<file path="config.mk">
export PLATFORM = sky130hd
export DESIGN_NAME = gole_top
export DESIGN_NICKNAME = d
export VERILOG_FILES = /design/src/hdl/gole_pkg.sv /design/src/hdl/gole_top.sv
export SDC_FILE = /design/constraint.sdc
export NUM_CORES = 1
export LEC_CHECK = 0
export BUFFER_PORTS_ARGS = -buffer_cell sky130_fd_sc_hd__buf_4
export CAP_MARGIN = 20
export CORE_MARGIN = 2
export CORE_UTILIZATION = 50
export CTS_CLUSTER_DIAMETER = 60
export DETAILED_ROUTE_END_ITERATION = 16
export GPL_ROUTABILITY_DRIVEN = 0
export HOLD_SLACK_MARGIN = 0.15
export PLACE_DENSITY_LB_ADDON = 0.25
export SLEW_MARGIN = 25
export SYNTH_ARGS = -nofsm -noshare
export SYNTH_HDL_FRONTEND = slang
export SYNTH_SLANG_ARGS = --single-unit
</file>
<file path="constraint.sdc">
create_clock -name i_clk_sys -period 8.4 [get_ports i_clk_sys]
set_clock_uncertainty 0.05 [all_clocks]
set_input_delay 0.42 -clock i_clk_sys [delete_from_list [all_inputs] [get_ports i_clk_sys]]
set_output_delay 0.42 -clock i_clk_sys [all_outputs]
set_load 0.01 [all_outputs]
</file>
<file path="src/hdl/gole_pkg.sv">
// Purpose: Constants and types for the port output, lock and event block
// Assumes: 32-bit AXI4-Lite register access, 16 pins per port
// Notes:   Offsets are byte addresses
`default_nettype none
package gole_pkg;
    localparam int unsigned GOLE_AW      = 8;
    localparam int unsigned GOLE_PINS    = 16;
    // Register byte offsets
    localparam logic [7:0] OFS_ROUTE     = 8'h00;
    localparam logic [7:0] OFS_LEVEL     = 8'h0C;
    localparam logic [7:0] OFS_SETCLR    = 8'h10;
    localparam logic [7:0] OFS_CLRONLY   = 8'h14;
    localparam logic [7:0] OFS_LOCK      = 8'h18;
    localparam logic [7:0] OFS_CFG_LO    = 8'h20;
    localparam logic [7:0] OFS_CFG_HI    = 8'h24;
    // Reset values
    localparam logic [7:0]  RST_ROUTE    = 8'h00;
    localparam logic [15:0] RST_LEVEL    = 16'h0000;
    localparam logic [15:0] RST_LOCK     = 16'h0000;
    localparam logic [31:0] RST_CFG      = 32'h0000_0000;
    // Field positions
    localparam int unsigned KEY_BIT      = 16;
    localparam int unsigned CLR_LSB      = 16;
    localparam int unsigned ROUTE_EN_BIT = 7;
    localparam int unsigned PORT_LSB     = 4;
    localparam int unsigned PORT_W       = 3;
    localparam int unsigned PIN_SEL_W    = 4;
    localparam int unsigned FIELD_W      = 4;
    // Bus answers
    localparam logic [1:0]  RESP_OKAY    = 2'h0;
    localparam logic [1:0]  RESP_SLVERR  = 2'h2;
    localparam logic [3:0]  STRB_FULL    = 4'hF;

    typedef enum logic [3:0] {
        KS_IDLE  = 4'h1,
        KS_ONE   = 4'h2,
        KS_ZERO  = 4'h4,
        KS_ARMED = 4'h8
    } gole_key_t;

    typedef enum logic [2:0] {
        SEL_ROUTE, SEL_LEVEL, SEL_SETCLR, SEL_CLRONLY,
        SEL_LOCK, SEL_CFG_LO, SEL_CFG_HI, SEL_NONE
    } gole_sel_t;
endpackage
`default_nettype wire

</file>
<file path="src/hdl/gole_top.sv">
// Purpose: Port output level, bit set/clear, config lock, event routing
// Assumes: Single 20 MHz clock, word-only AXI4-Lite access
// Notes:   Pin level, mode and config outputs all come from flip-flops
`default_nettype none
module gole_top
    import gole_pkg::*;
#(
    parameter logic [2:0] PORT_ID = 3'h0
) (
    // Clock and reset
    input  wire logic                 i_clk_sys,
    input  wire logic                 i_rst,
    // AXI4-Lite write address
    input  wire logic                 i_awvalid,
    output logic                      o_awready,
    input  wire logic [GOLE_AW-1:0]   i_awaddr,
    input  wire logic [2:0]           i_awprot,
    // AXI4-Lite write data
    input  wire logic                 i_wvalid,
    output logic                      o_wready,
    input  wire logic [31:0]          i_wdata,
    input  wire logic [3:0]           i_wstrb,
    // AXI4-Lite write response
    output logic                      o_bvalid,
    input  wire logic                 i_bready,
    output logic [1:0]                o_bresp,
    // AXI4-Lite read address
    input  wire logic                 i_arvalid,
    output logic                      o_arready,
    input  wire logic [GOLE_AW-1:0]   i_araddr,
    input  wire logic [2:0]           i_arprot,
    // AXI4-Lite read data
    output logic                      o_rvalid,
    input  wire logic                 i_rready,
    output logic [31:0]               o_rdata,
    output logic [1:0]                o_rresp,
    // Event source
    input  wire logic                 i_cpu_event_pulse,
    // Pin side
    output logic [GOLE_PINS-1:0]      o_pin_level,
    output logic [2*GOLE_PINS-1:0]    o_pin_mode_field,
    output logic [2*GOLE_PINS-1:0]    o_pin_cfg_field,
    output logic                      o_lock_key_bit
);

    // Whole module state, registered as one word
    typedef struct packed {
        logic                  aw_have;
        logic [GOLE_AW-1:0]    aw_addr;
        logic                  w_have;
        logic [31:0]           w_data;
        logic [3:0]            w_strb;
        logic                  b_valid;
        logic [1:0]            b_resp;
        logic                  r_valid;
        logic [31:0]           r_data;
        logic [1:0]            r_resp;
        logic [15:0]           out_level_bits;
        logic [7:0]            route;
        logic [15:0]           pin_lock_bits;
        logic                  lock_key_bit;
        gole_key_t             key_state;
        logic [31:0]           cfg_lo;
        logic [31:0]           cfg_hi;
        logic [15:0]           pin;
    } gole_state_t;

    // Every field resets to a constant
    localparam gole_state_t STATE_RST = '{
        aw_have:        1'b0,
        aw_addr:        '0,
        w_have:         1'b0,
        w_data:         32'h0000_0000,
        w_strb:         4'h0,
        b_valid:        1'b0,
        b_resp:         RESP_OKAY,
        r_valid:        1'b0,
        r_data:         32'h0000_0000,
        r_resp:         RESP_OKAY,
        out_level_bits: RST_LEVEL,
        route:          RST_ROUTE,
        pin_lock_bits:  RST_LOCK,
        lock_key_bit:   1'b0,
        key_state:      KS_IDLE,
        cfg_lo:         RST_CFG,
        cfg_hi:         RST_CFG,
        pin:            RST_LEVEL
    };

    gole_state_t s_q;
    gole_state_t s_d;

    // Map a byte address onto a register
    function automatic gole_sel_t reg_sel(input logic [GOLE_AW-1:0] addr);
        unique case (addr)
            OFS_ROUTE: begin
                reg_sel = SEL_ROUTE;
            end
            OFS_LEVEL: begin
                reg_sel = SEL_LEVEL;
            end
            OFS_SETCLR: begin
                reg_sel = SEL_SETCLR;
            end
            OFS_CLRONLY: begin
                reg_sel = SEL_CLRONLY;
            end
            OFS_LOCK: begin
                reg_sel = SEL_LOCK;
            end
            OFS_CFG_LO: begin
                reg_sel = SEL_CFG_LO;
            end
            OFS_CFG_HI: begin
                reg_sel = SEL_CFG_HI;
            end
            default: begin
                reg_sel = SEL_NONE;
            end
        endcase
    endfunction

    // Widen eight pin locks into a field mask, four bits per pin
    function automatic logic [31:0] field_mask(input logic [7:0] locks,
                                               input logic       key);
        logic [31:0] m;
        m = 32'h0000_0000;
        for (int i = 0; i < 8; i++) begin
            m[i*FIELD_W +: FIELD_W] = {FIELD_W{locks[i] & key}};
        end
        field_mask = m;
    endfunction

    // A key=1 write counts as the first step of a new sequence unless it completes one from KS_ZERO
    function automatic gole_key_t key_restart(input logic key);
        if (key) begin
            key_restart = KS_ONE;
        end else begin
            key_restart = KS_IDLE;
        end
    endfunction

    // Combinational helpers, recomputed every cycle
    gole_sel_t   wsel;
    gole_sel_t   rsel;
    logic        do_write;
    logic        do_read;
    logic        word_ok;
    logic [15:0] set_bits;
    logic [15:0] clr_bits;
    logic [31:0] mask_lo;
    logic [31:0] mask_hi;
    logic        wr_key;
    logic [15:0] wr_lk;
    logic        same_lk;

    // Handshake outputs
    assign o_awready = ~s_q.aw_have;
    assign o_wready  = ~s_q.w_have;
    assign o_arready = ~s_q.r_valid;

    always_comb begin
        s_d      = s_q;

        // Decode the held write and the offered read
        wsel     = reg_sel(s_q.aw_addr);
        rsel     = reg_sel(i_araddr);
        do_write = s_q.aw_have & s_q.w_have & ~s_q.b_valid;
        do_read  = i_arvalid & ~s_q.r_valid;
        word_ok  = (s_q.w_strb == STRB_FULL);
        set_bits = 16'h0000;
        clr_bits = 16'h0000;
        wr_key   = s_q.w_data[KEY_BIT];
        wr_lk    = s_q.w_data[15:0];
        same_lk  = (wr_lk == s_q.pin_lock_bits);
        // Locked pin fields are held over a config write once the key bit is set
        mask_lo  = field_mask(s_q.pin_lock_bits[7:0], s_q.lock_key_bit);
        mask_hi  = field_mask(s_q.pin_lock_bits[15:8], s_q.lock_key_bit);

        // Capture address and data independently
        if (i_awvalid && !s_q.aw_have) begin
            s_d.aw_have = 1'b1;
            s_d.aw_addr = i_awaddr;
        end

        if (i_wvalid && !s_q.w_have) begin
            s_d.w_have = 1'b1;
            s_d.w_data = i_wdata;
            s_d.w_strb = i_wstrb;
        end

        if (s_q.b_valid && i_bready) begin
            s_d.b_valid = 1'b0;
        end

        // Execute once both halves are held and no answer waits
        if (do_write) begin
            s_d.aw_have = 1'b0;
            s_d.w_have  = 1'b0;
            s_d.b_valid = 1'b1;
            s_d.b_resp  = RESP_OKAY;

            if (!word_ok || wsel == SEL_NONE) begin
                s_d.b_resp = RESP_SLVERR;
            end else begin
                unique case (wsel)
                    SEL_ROUTE: begin
                        s_d.route = s_q.w_data[7:0];
                    end
                    SEL_LEVEL: begin
                        s_d.out_level_bits = wr_lk;
                    end
                    SEL_SETCLR: begin
                        // Low half sets, high half clears
                        set_bits = s_q.w_data[15:0];
                        clr_bits = s_q.w_data[CLR_LSB +: 16];
                    end
                    SEL_CLRONLY: begin
                        clr_bits = s_q.w_data[15:0];
                    end
                    SEL_LOCK: begin
                        // A set key freezes everything here
                        if (!s_q.lock_key_bit) begin
                            s_d.pin_lock_bits = wr_lk;
                            unique case (s_q.key_state)
                                KS_ONE: begin
                                    if (!wr_key && same_lk) begin
                                        s_d.key_state = KS_ZERO;
                                    end else begin
                                        s_d.key_state =
                                            key_restart(wr_key);
                                    end
                                end
                                KS_ZERO: begin
                                    if (wr_key && same_lk) begin
                                        s_d.key_state = KS_ARMED;
                                    end else begin
                                        s_d.key_state =
                                            key_restart(wr_key);
                                    end
                                end
                                default: begin
                                    s_d.key_state =
                                        key_restart(wr_key);
                                end
                            endcase
                        end
                    end
                    SEL_CFG_LO: begin
                        s_d.cfg_lo = (s_q.cfg_lo & mask_lo) |
                                     (s_q.w_data & ~mask_lo);
                    end
                    SEL_CFG_HI: begin
                        s_d.cfg_hi = (s_q.cfg_hi & mask_hi) |
                                     (s_q.w_data & ~mask_hi);
                    end
                    default: begin
                    end
                endcase
            end
        end

        // Per-bit update, set after clear so set wins
        s_d.out_level_bits = (s_d.out_level_bits & ~clr_bits)
                             | set_bits;

        if (s_q.r_valid && i_rready) begin
            s_d.r_valid = 1'b0;
        end

        // Reads answer from the registered state
        if (do_read) begin
            s_d.r_valid = 1'b1;
            s_d.r_resp  = RESP_OKAY;
            s_d.r_data  = 32'h0000_0000;
            unique case (rsel)
                SEL_ROUTE: begin
                    s_d.r_data[7:0]  = s_q.route;
                end
                SEL_LEVEL: begin
                    s_d.r_data[15:0] = s_q.out_level_bits;
                end
                SEL_LOCK: begin
                    s_d.r_data[15:0]    = s_q.pin_lock_bits;
                    s_d.r_data[KEY_BIT] = s_q.lock_key_bit;
                    if (!s_q.lock_key_bit) begin
                        // First read after the writes shows 0, then key
                        if (s_q.key_state == KS_ARMED) begin
                            s_d.lock_key_bit = 1'b1;
                        end
                        s_d.key_state = KS_IDLE;
                    end
                end
                SEL_CFG_LO: begin
                    s_d.r_data = s_q.cfg_lo;
                end
                SEL_CFG_HI: begin
                    s_d.r_data = s_q.cfg_hi;
                end
                SEL_NONE: begin
                    s_d.r_resp = RESP_SLVERR;
                end
                default: begin
                end
            endcase
        end

        // Pin levels follow the level register, event may take one pin
        s_d.pin = s_d.out_level_bits;
        if (s_d.route[ROUTE_EN_BIT] &&
            s_d.route[PORT_LSB +: PORT_W] == PORT_ID) begin
            s_d.pin[s_d.route[PIN_SEL_W-1:0]] = i_cpu_event_pulse;
        end
    end

    // One register holds the whole state
    always_ff @(posedge i_clk_sys or posedge i_rst) begin
        if (i_rst) begin
            s_q <= STATE_RST;
        end else begin
            s_q <= s_d;
        end
    end

    // Split the four-bit per-pin field into mode and config
    for (genvar g = 0; g < GOLE_PINS; g++) begin : g_field
        localparam int unsigned B = (g % 8) * FIELD_W;
        if (g < 8) begin : g_lo
            assign o_pin_mode_field[2*g +: 2] = s_q.cfg_lo[B +: 2];
            assign o_pin_cfg_field[2*g +: 2]  = s_q.cfg_lo[B+2 +: 2];
        end else begin : g_hi
            assign o_pin_mode_field[2*g +: 2] = s_q.cfg_hi[B +: 2];
            assign o_pin_cfg_field[2*g +: 2]  = s_q.cfg_hi[B+2 +: 2];
        end
    end

    // Registered bus answers
    assign o_bvalid       = s_q.b_valid;
    assign o_bresp        = s_q.b_resp;
    assign o_rvalid       = s_q.r_valid;
    assign o_rdata        = s_q.r_data;
    assign o_rresp        = s_q.r_resp;

    // Registered pin side
    assign o_pin_level    = s_q.pin;
    assign o_lock_key_bit = s_q.lock_key_bit;

endmodule
`default_nettype wire

</file>
Word level (Yosys, flattened, before mapping)
Index checks and enable logic that the tools add are counted.
{"block": "word_totals", "reg_bits": 209, "out_inout_bits": 122, "word_cells": 157}
{"block": "op_classes", "n_lt_le_gt_ge": 2, "eq_ne": 29, "mux": 46, "bitwise": 36, "n_reduce_logical": 26}
{"cell": "16-bit 2-to-1 mux", "n": 9}
{"cell": "68-bit 2-to-1 mux", "n": 2}
{"cell": "32-bit AND", "n": 4}
{"cell": "40-bit 2-to-1 mux", "n": 2}
{"cell": "32-bit 2-to-1 mux", "n": 2}
{"cell": "32-bit inverter", "n": 2}
{"cell": "32-bit OR", "n": 2}
{"cell": "8-bit by 5-bit == test with 1-bit output, second input constant", "n": 6}
{"cell": "3-bit case mux with 7 select lines", "n": 2}
{"cell": "8-bit case mux with 5 select lines", "n": 1}
{"cell": "37-bit 2-to-1 mux", "n": 1}
{"cell": "35-bit 2-to-1 mux", "n": 1}
{"cell": "8-bit by 6-bit == test with 1-bit output, second input constant", "n": 4}
{"cell": "16-bit case mux with 2 select lines", "n": 1}
{"cell": "8-bit case mux with 4 select lines", "n": 1}
{"cell": "15-bit case mux with 2 select lines", "n": 1}
{"cell": "3-bit == test, second input constant", "n": 8}
{"cell": "4-bit 2-to-1 mux", "n": 5}
{"cell": "1-bit AND", "n": 19}
{"cell": "16-bit AND", "n": 1}
{"cell": "16-bit bitwise mux", "n": 1}
{"cell": "16-bit == test", "n": 1}
{"cell": "8-bit by 4-bit == test with 1-bit output, second input constant", "n": 2}
{"cell": "8-bit logical NOT", "n": 2}
{"cell": "27 further kinds", "n": 59}

Logic depth before layout (Yosys ltp)
{"block": "logic_depth", "word_depth": 12, "mapped_depth": 10, "depth_no_buf": 7}

Worst setup path before layout
Ideal clock, no wire load.
{"block": "synth_timing", "kind": "flip-flop to flip-flop", "startpoint": "register s_q[200] in the netlist's numbering", "endpoint": "register s_q, in the netlist o_pin_level[12]", "arrival_time_ns": 2.450, "path_slack_ns": 5.746, "path_stages_with_launch": 10, "n_path_buf": 3, "period_less_slack_ns": 2.654, "cell_sequence": "dfrtp_1 -> or4_1 -> buf_2 -> nor2_1 -> nand4_1 -> or2_2 -> buf_2 -> clkbuf_1 -> o311ai_0 -> o311ai_0"}
{"element": "from (decl)", "line_no": "gole_top.sv:90", "source": "gole_state_t s_q;"}
{"element": "from (signal assigned)", "line_no": "gole_top.sv:319", "source": "s_q <= STATE_RST;"}
{"element": "from (signal assigned)", "line_no": "gole_top.sv:321", "source": "s_q <= s_d;"}

==> flow_metrics.py <==
metrics = {
    "power_and_ir_drop": {
        "powerDensity_nw_per_um2": 248.3,
        "p_leak_nw": 5.653,
        "irDropWorstVdd_uv": 193.5,
    },
    "timing": {
        "finalSetupViolations": 0,
        "finalCritPeriodShare_pct": 43.71,
        "whs_ns": 0.1981,
        "slew-limit-headroom_pct": 33.21,
        "setup_ws_ns": 4.729,
        "rsz0062_at_grt": "no",
        "finalHoldViolCount": 0,
        "tns_ns": 0,
        "worst_slew_pin_slew_ns": 1.002,
        "fin_crit_ns": 3.671,
        "max_freq_mhz": 272.4,
        "drv_slew": 0,
    },
    "global_route": {
        "antenna_found_initial": 0,
        "gr-usage-met2_pct": 40.00,
        "grt-busiest-layer": "met2",
        "first_global_vias": 7292,
        "grt_start_max_net_pins": 139,
        "overflow": 0,
        "met1_usage_pct": 33.19,
        "grt_util_all_layers_pct": 24.36,
        "use_met3_pct": 4.753,
        "grt_pass1_wl_um": 41990,
    },
    "synth": {
        "synthAdderAreaFrac_pct": 0,
        "synth_cell_types": 49,
        "synth_area_leader_cell": "dfrtp_1",
        "synth_edf_count": 0,
        "synthXorXnorAreaFrac_pct": 1.520,
        "synthesis.area_um2": 10370,
        "yosys-mux-area-fraction_pct": 13.90,
        "syn_inst": 950,
        "synth_area_per_cell_um2": 10.92,
        "synth-compound-area-share_pct": 12.64,
        "synth_area_leaders": "dfrtp_1 (50%), mux2_2 (14%), buf_4 (8.4%), o311ai_0 (2.7%), nand2_1 (2.3%)",
        "async_flop_share_pct": 100.0,
        "ys_ff_latch": 207,
        "yosysSeqAreaShare_pct": 49.95,
        "synth_top_area_share_pct": 49.70,
        "synth_warnings": 0,
        "synth-simple-area-share_pct": 11.01,
        "ys.flop_type": "dfrtp_1",
        "synth_top_family_by_area": "multiplexers",
    },
    "finish": {
        "stdcell_area_um2": 12350,
        "final_common_cell": "dfrtp_1",
        "drive_gt1_share_pct": 34.60,
        "area_delta_synth_final_pct": 19.11,
        "final_cell_mix": "dfrtp_1 (206), buf_4 (189), mux2_2 (128)",
        "insertedDiodeCount": 0,
        "num-nets-final": 1102,
        "layout.cells.non_filler": 1322,
    },
    "die": {
        "core-area_um2": 20300,
        "dieArea_um2": 21910,
        "start_util_pct": 51.10,
        "die_y_um": 148.0,
        "row_count": 52,
        "ios": 188,
        "die_w_um": 148.0,
    },
    "placed_design": {
        "numPortBuffers": 179,
        "dpl-instance-area_um2": 11070,
        "post-place-ws_ns": 4.479,
        "place_inst": 1233,
        "dp_hpwl_um": 17960,
    },
    "setup_path": {
        "worstPathRequired_ns": 8.68,
        "reg2reg_slack_ns": 4.73,
        "path_class": "register to register",
        "cp_data_arrival_time_ns": 3.95,
        "cp-end-kind": "register",
        "crit_path_start_kind": "register",
        "worstPathMaxFanout": 72,
    },
    "route": {
        "routedWlPerCell_um": 20.25,
        "vias_per_cell": 5.806,
        "drt-initial-drc-count": 650,
        "wl_um": 26770,
        "vias": 7676,
        "drt-pass1-iter-count": 8,
        "drc_errors": 0,
        "antenna_left": 0,
    },
    "clock_tree": {
        "clock_sinks": 207,
        "cts_tree": "built",
        "path_clk_slew_ns": 0.06,
        "postCtsSetupBuffers": 0,
        "cts_buffers": 22,
        "htree_levels": 1,
        "clk_latency_ns": 0.52,
        "cts_buffer_depth": 3,
        "cts_root_buf": "clkbuf_16",
    },
    "worst_hold_path": {
        "hold_class": "input pin to register",
    },
    "job": {
        "drv_cap": 0,
    },
    "run_status": {
        "status": "finished, final reports clean",
    },
}
[synthesized netlist by cell type, drive strengths merged, types with 3 or more instances]
master / n
a31oi: 18
a22oi: 24
a21oi: 37
nand2b: 20
a222oi: 16
nand2: 63
nor2b: 8
clkbuf: 53
o21ai: 26
nand4: 15
inv: 8
nand3b: 7
nor3: 7
nor4: 8
or2: 3
buf: 124
a2bb2oi: 16
nor2: 52
dfrtp: 206
o311ai: 32
nor4b: 5
a21o: 9
xor2: 17
nand3: 25
mux2: 128
[cell type report]
cell class | count | area (um2)
Clock buffer | 33 | 641.9
Clock inverter | 7 | 148.9
Fill cell | 1675 | 7945
Inverter | 8 | 42.54
Multi-Input combinational cell | 559 | 4093
Sequential cell | 207 | 5181
Tap cell | 270 | 337.8
Timing Repair Buffer | 238 | 1909
[logic make-up (layout without fill, tap and decap cells)]
kind of cell | count (synthesis) | count (layout)
xor+xnor | 18 | 18
other cells | 1 | 2
flops | 207 | 207
mux | 128 | 128
compound gates | 184 | 184
simple gates | 227 | 227
buf+inv | 185 | 286
[metal layers]
layer	vias to the layer above	part of all wire, %
li1	3512	-
met1	3805	42
met2	303	48
met3	56	7.3
met4	0	2.8
met5	-	0
[power by group]
part	internal [mW]	switching [mW]	total (mW)
registers	1.17	0.272	1.44
logic	0.308	0.271	0.579
clock network	0.652	0.397	1.05
total	2.13	0.941	3.07
[worst max-delay path, cell delays in order, from the launching register on]
cell,delay (ns)
dfrtp_1,0.38
or4_1,0.70
nor2_1,0.20
nand4_1,0.66
or2_4,0.75
o311ai_0,0.49
o311ai_0,0.25
[final timing paths]
check / cells past startpoint / to / start
setup / recovery: 6 / o_pin_level[15] / s_q[200]
hold / removal: 3 / o_rresp[1] / i_araddr[2]
setup reg to reg: 6 / o_pin_level[15] / s_q[200]
hold reg to reg: 1 / s_q[206] / s_q[206]
max in group asynchronous: 4 / s_q[170] / i_rst
min in group asynchronous: 3 / s_q[200] / i_rst
[what timing repair did]
action                                  4_1_cts  5_1_grt
gates resized for setup                       0        0
hold buffers                                 49        0
hold endpoints to repair                    184        0
endpoints found under the setup margin        0        0
[through the flow]
step,utilization (%),total power [mW]
3_5_place_dp,54.51,2.016
6_report,60.86,3.067
3_3_place_gp,54.51,1.997
2_1_floorplan,-,1.801
5_1_grt,60.86,3.219
4_1_cts,60.82,3.084
Power figures use the tool's default switching activity.
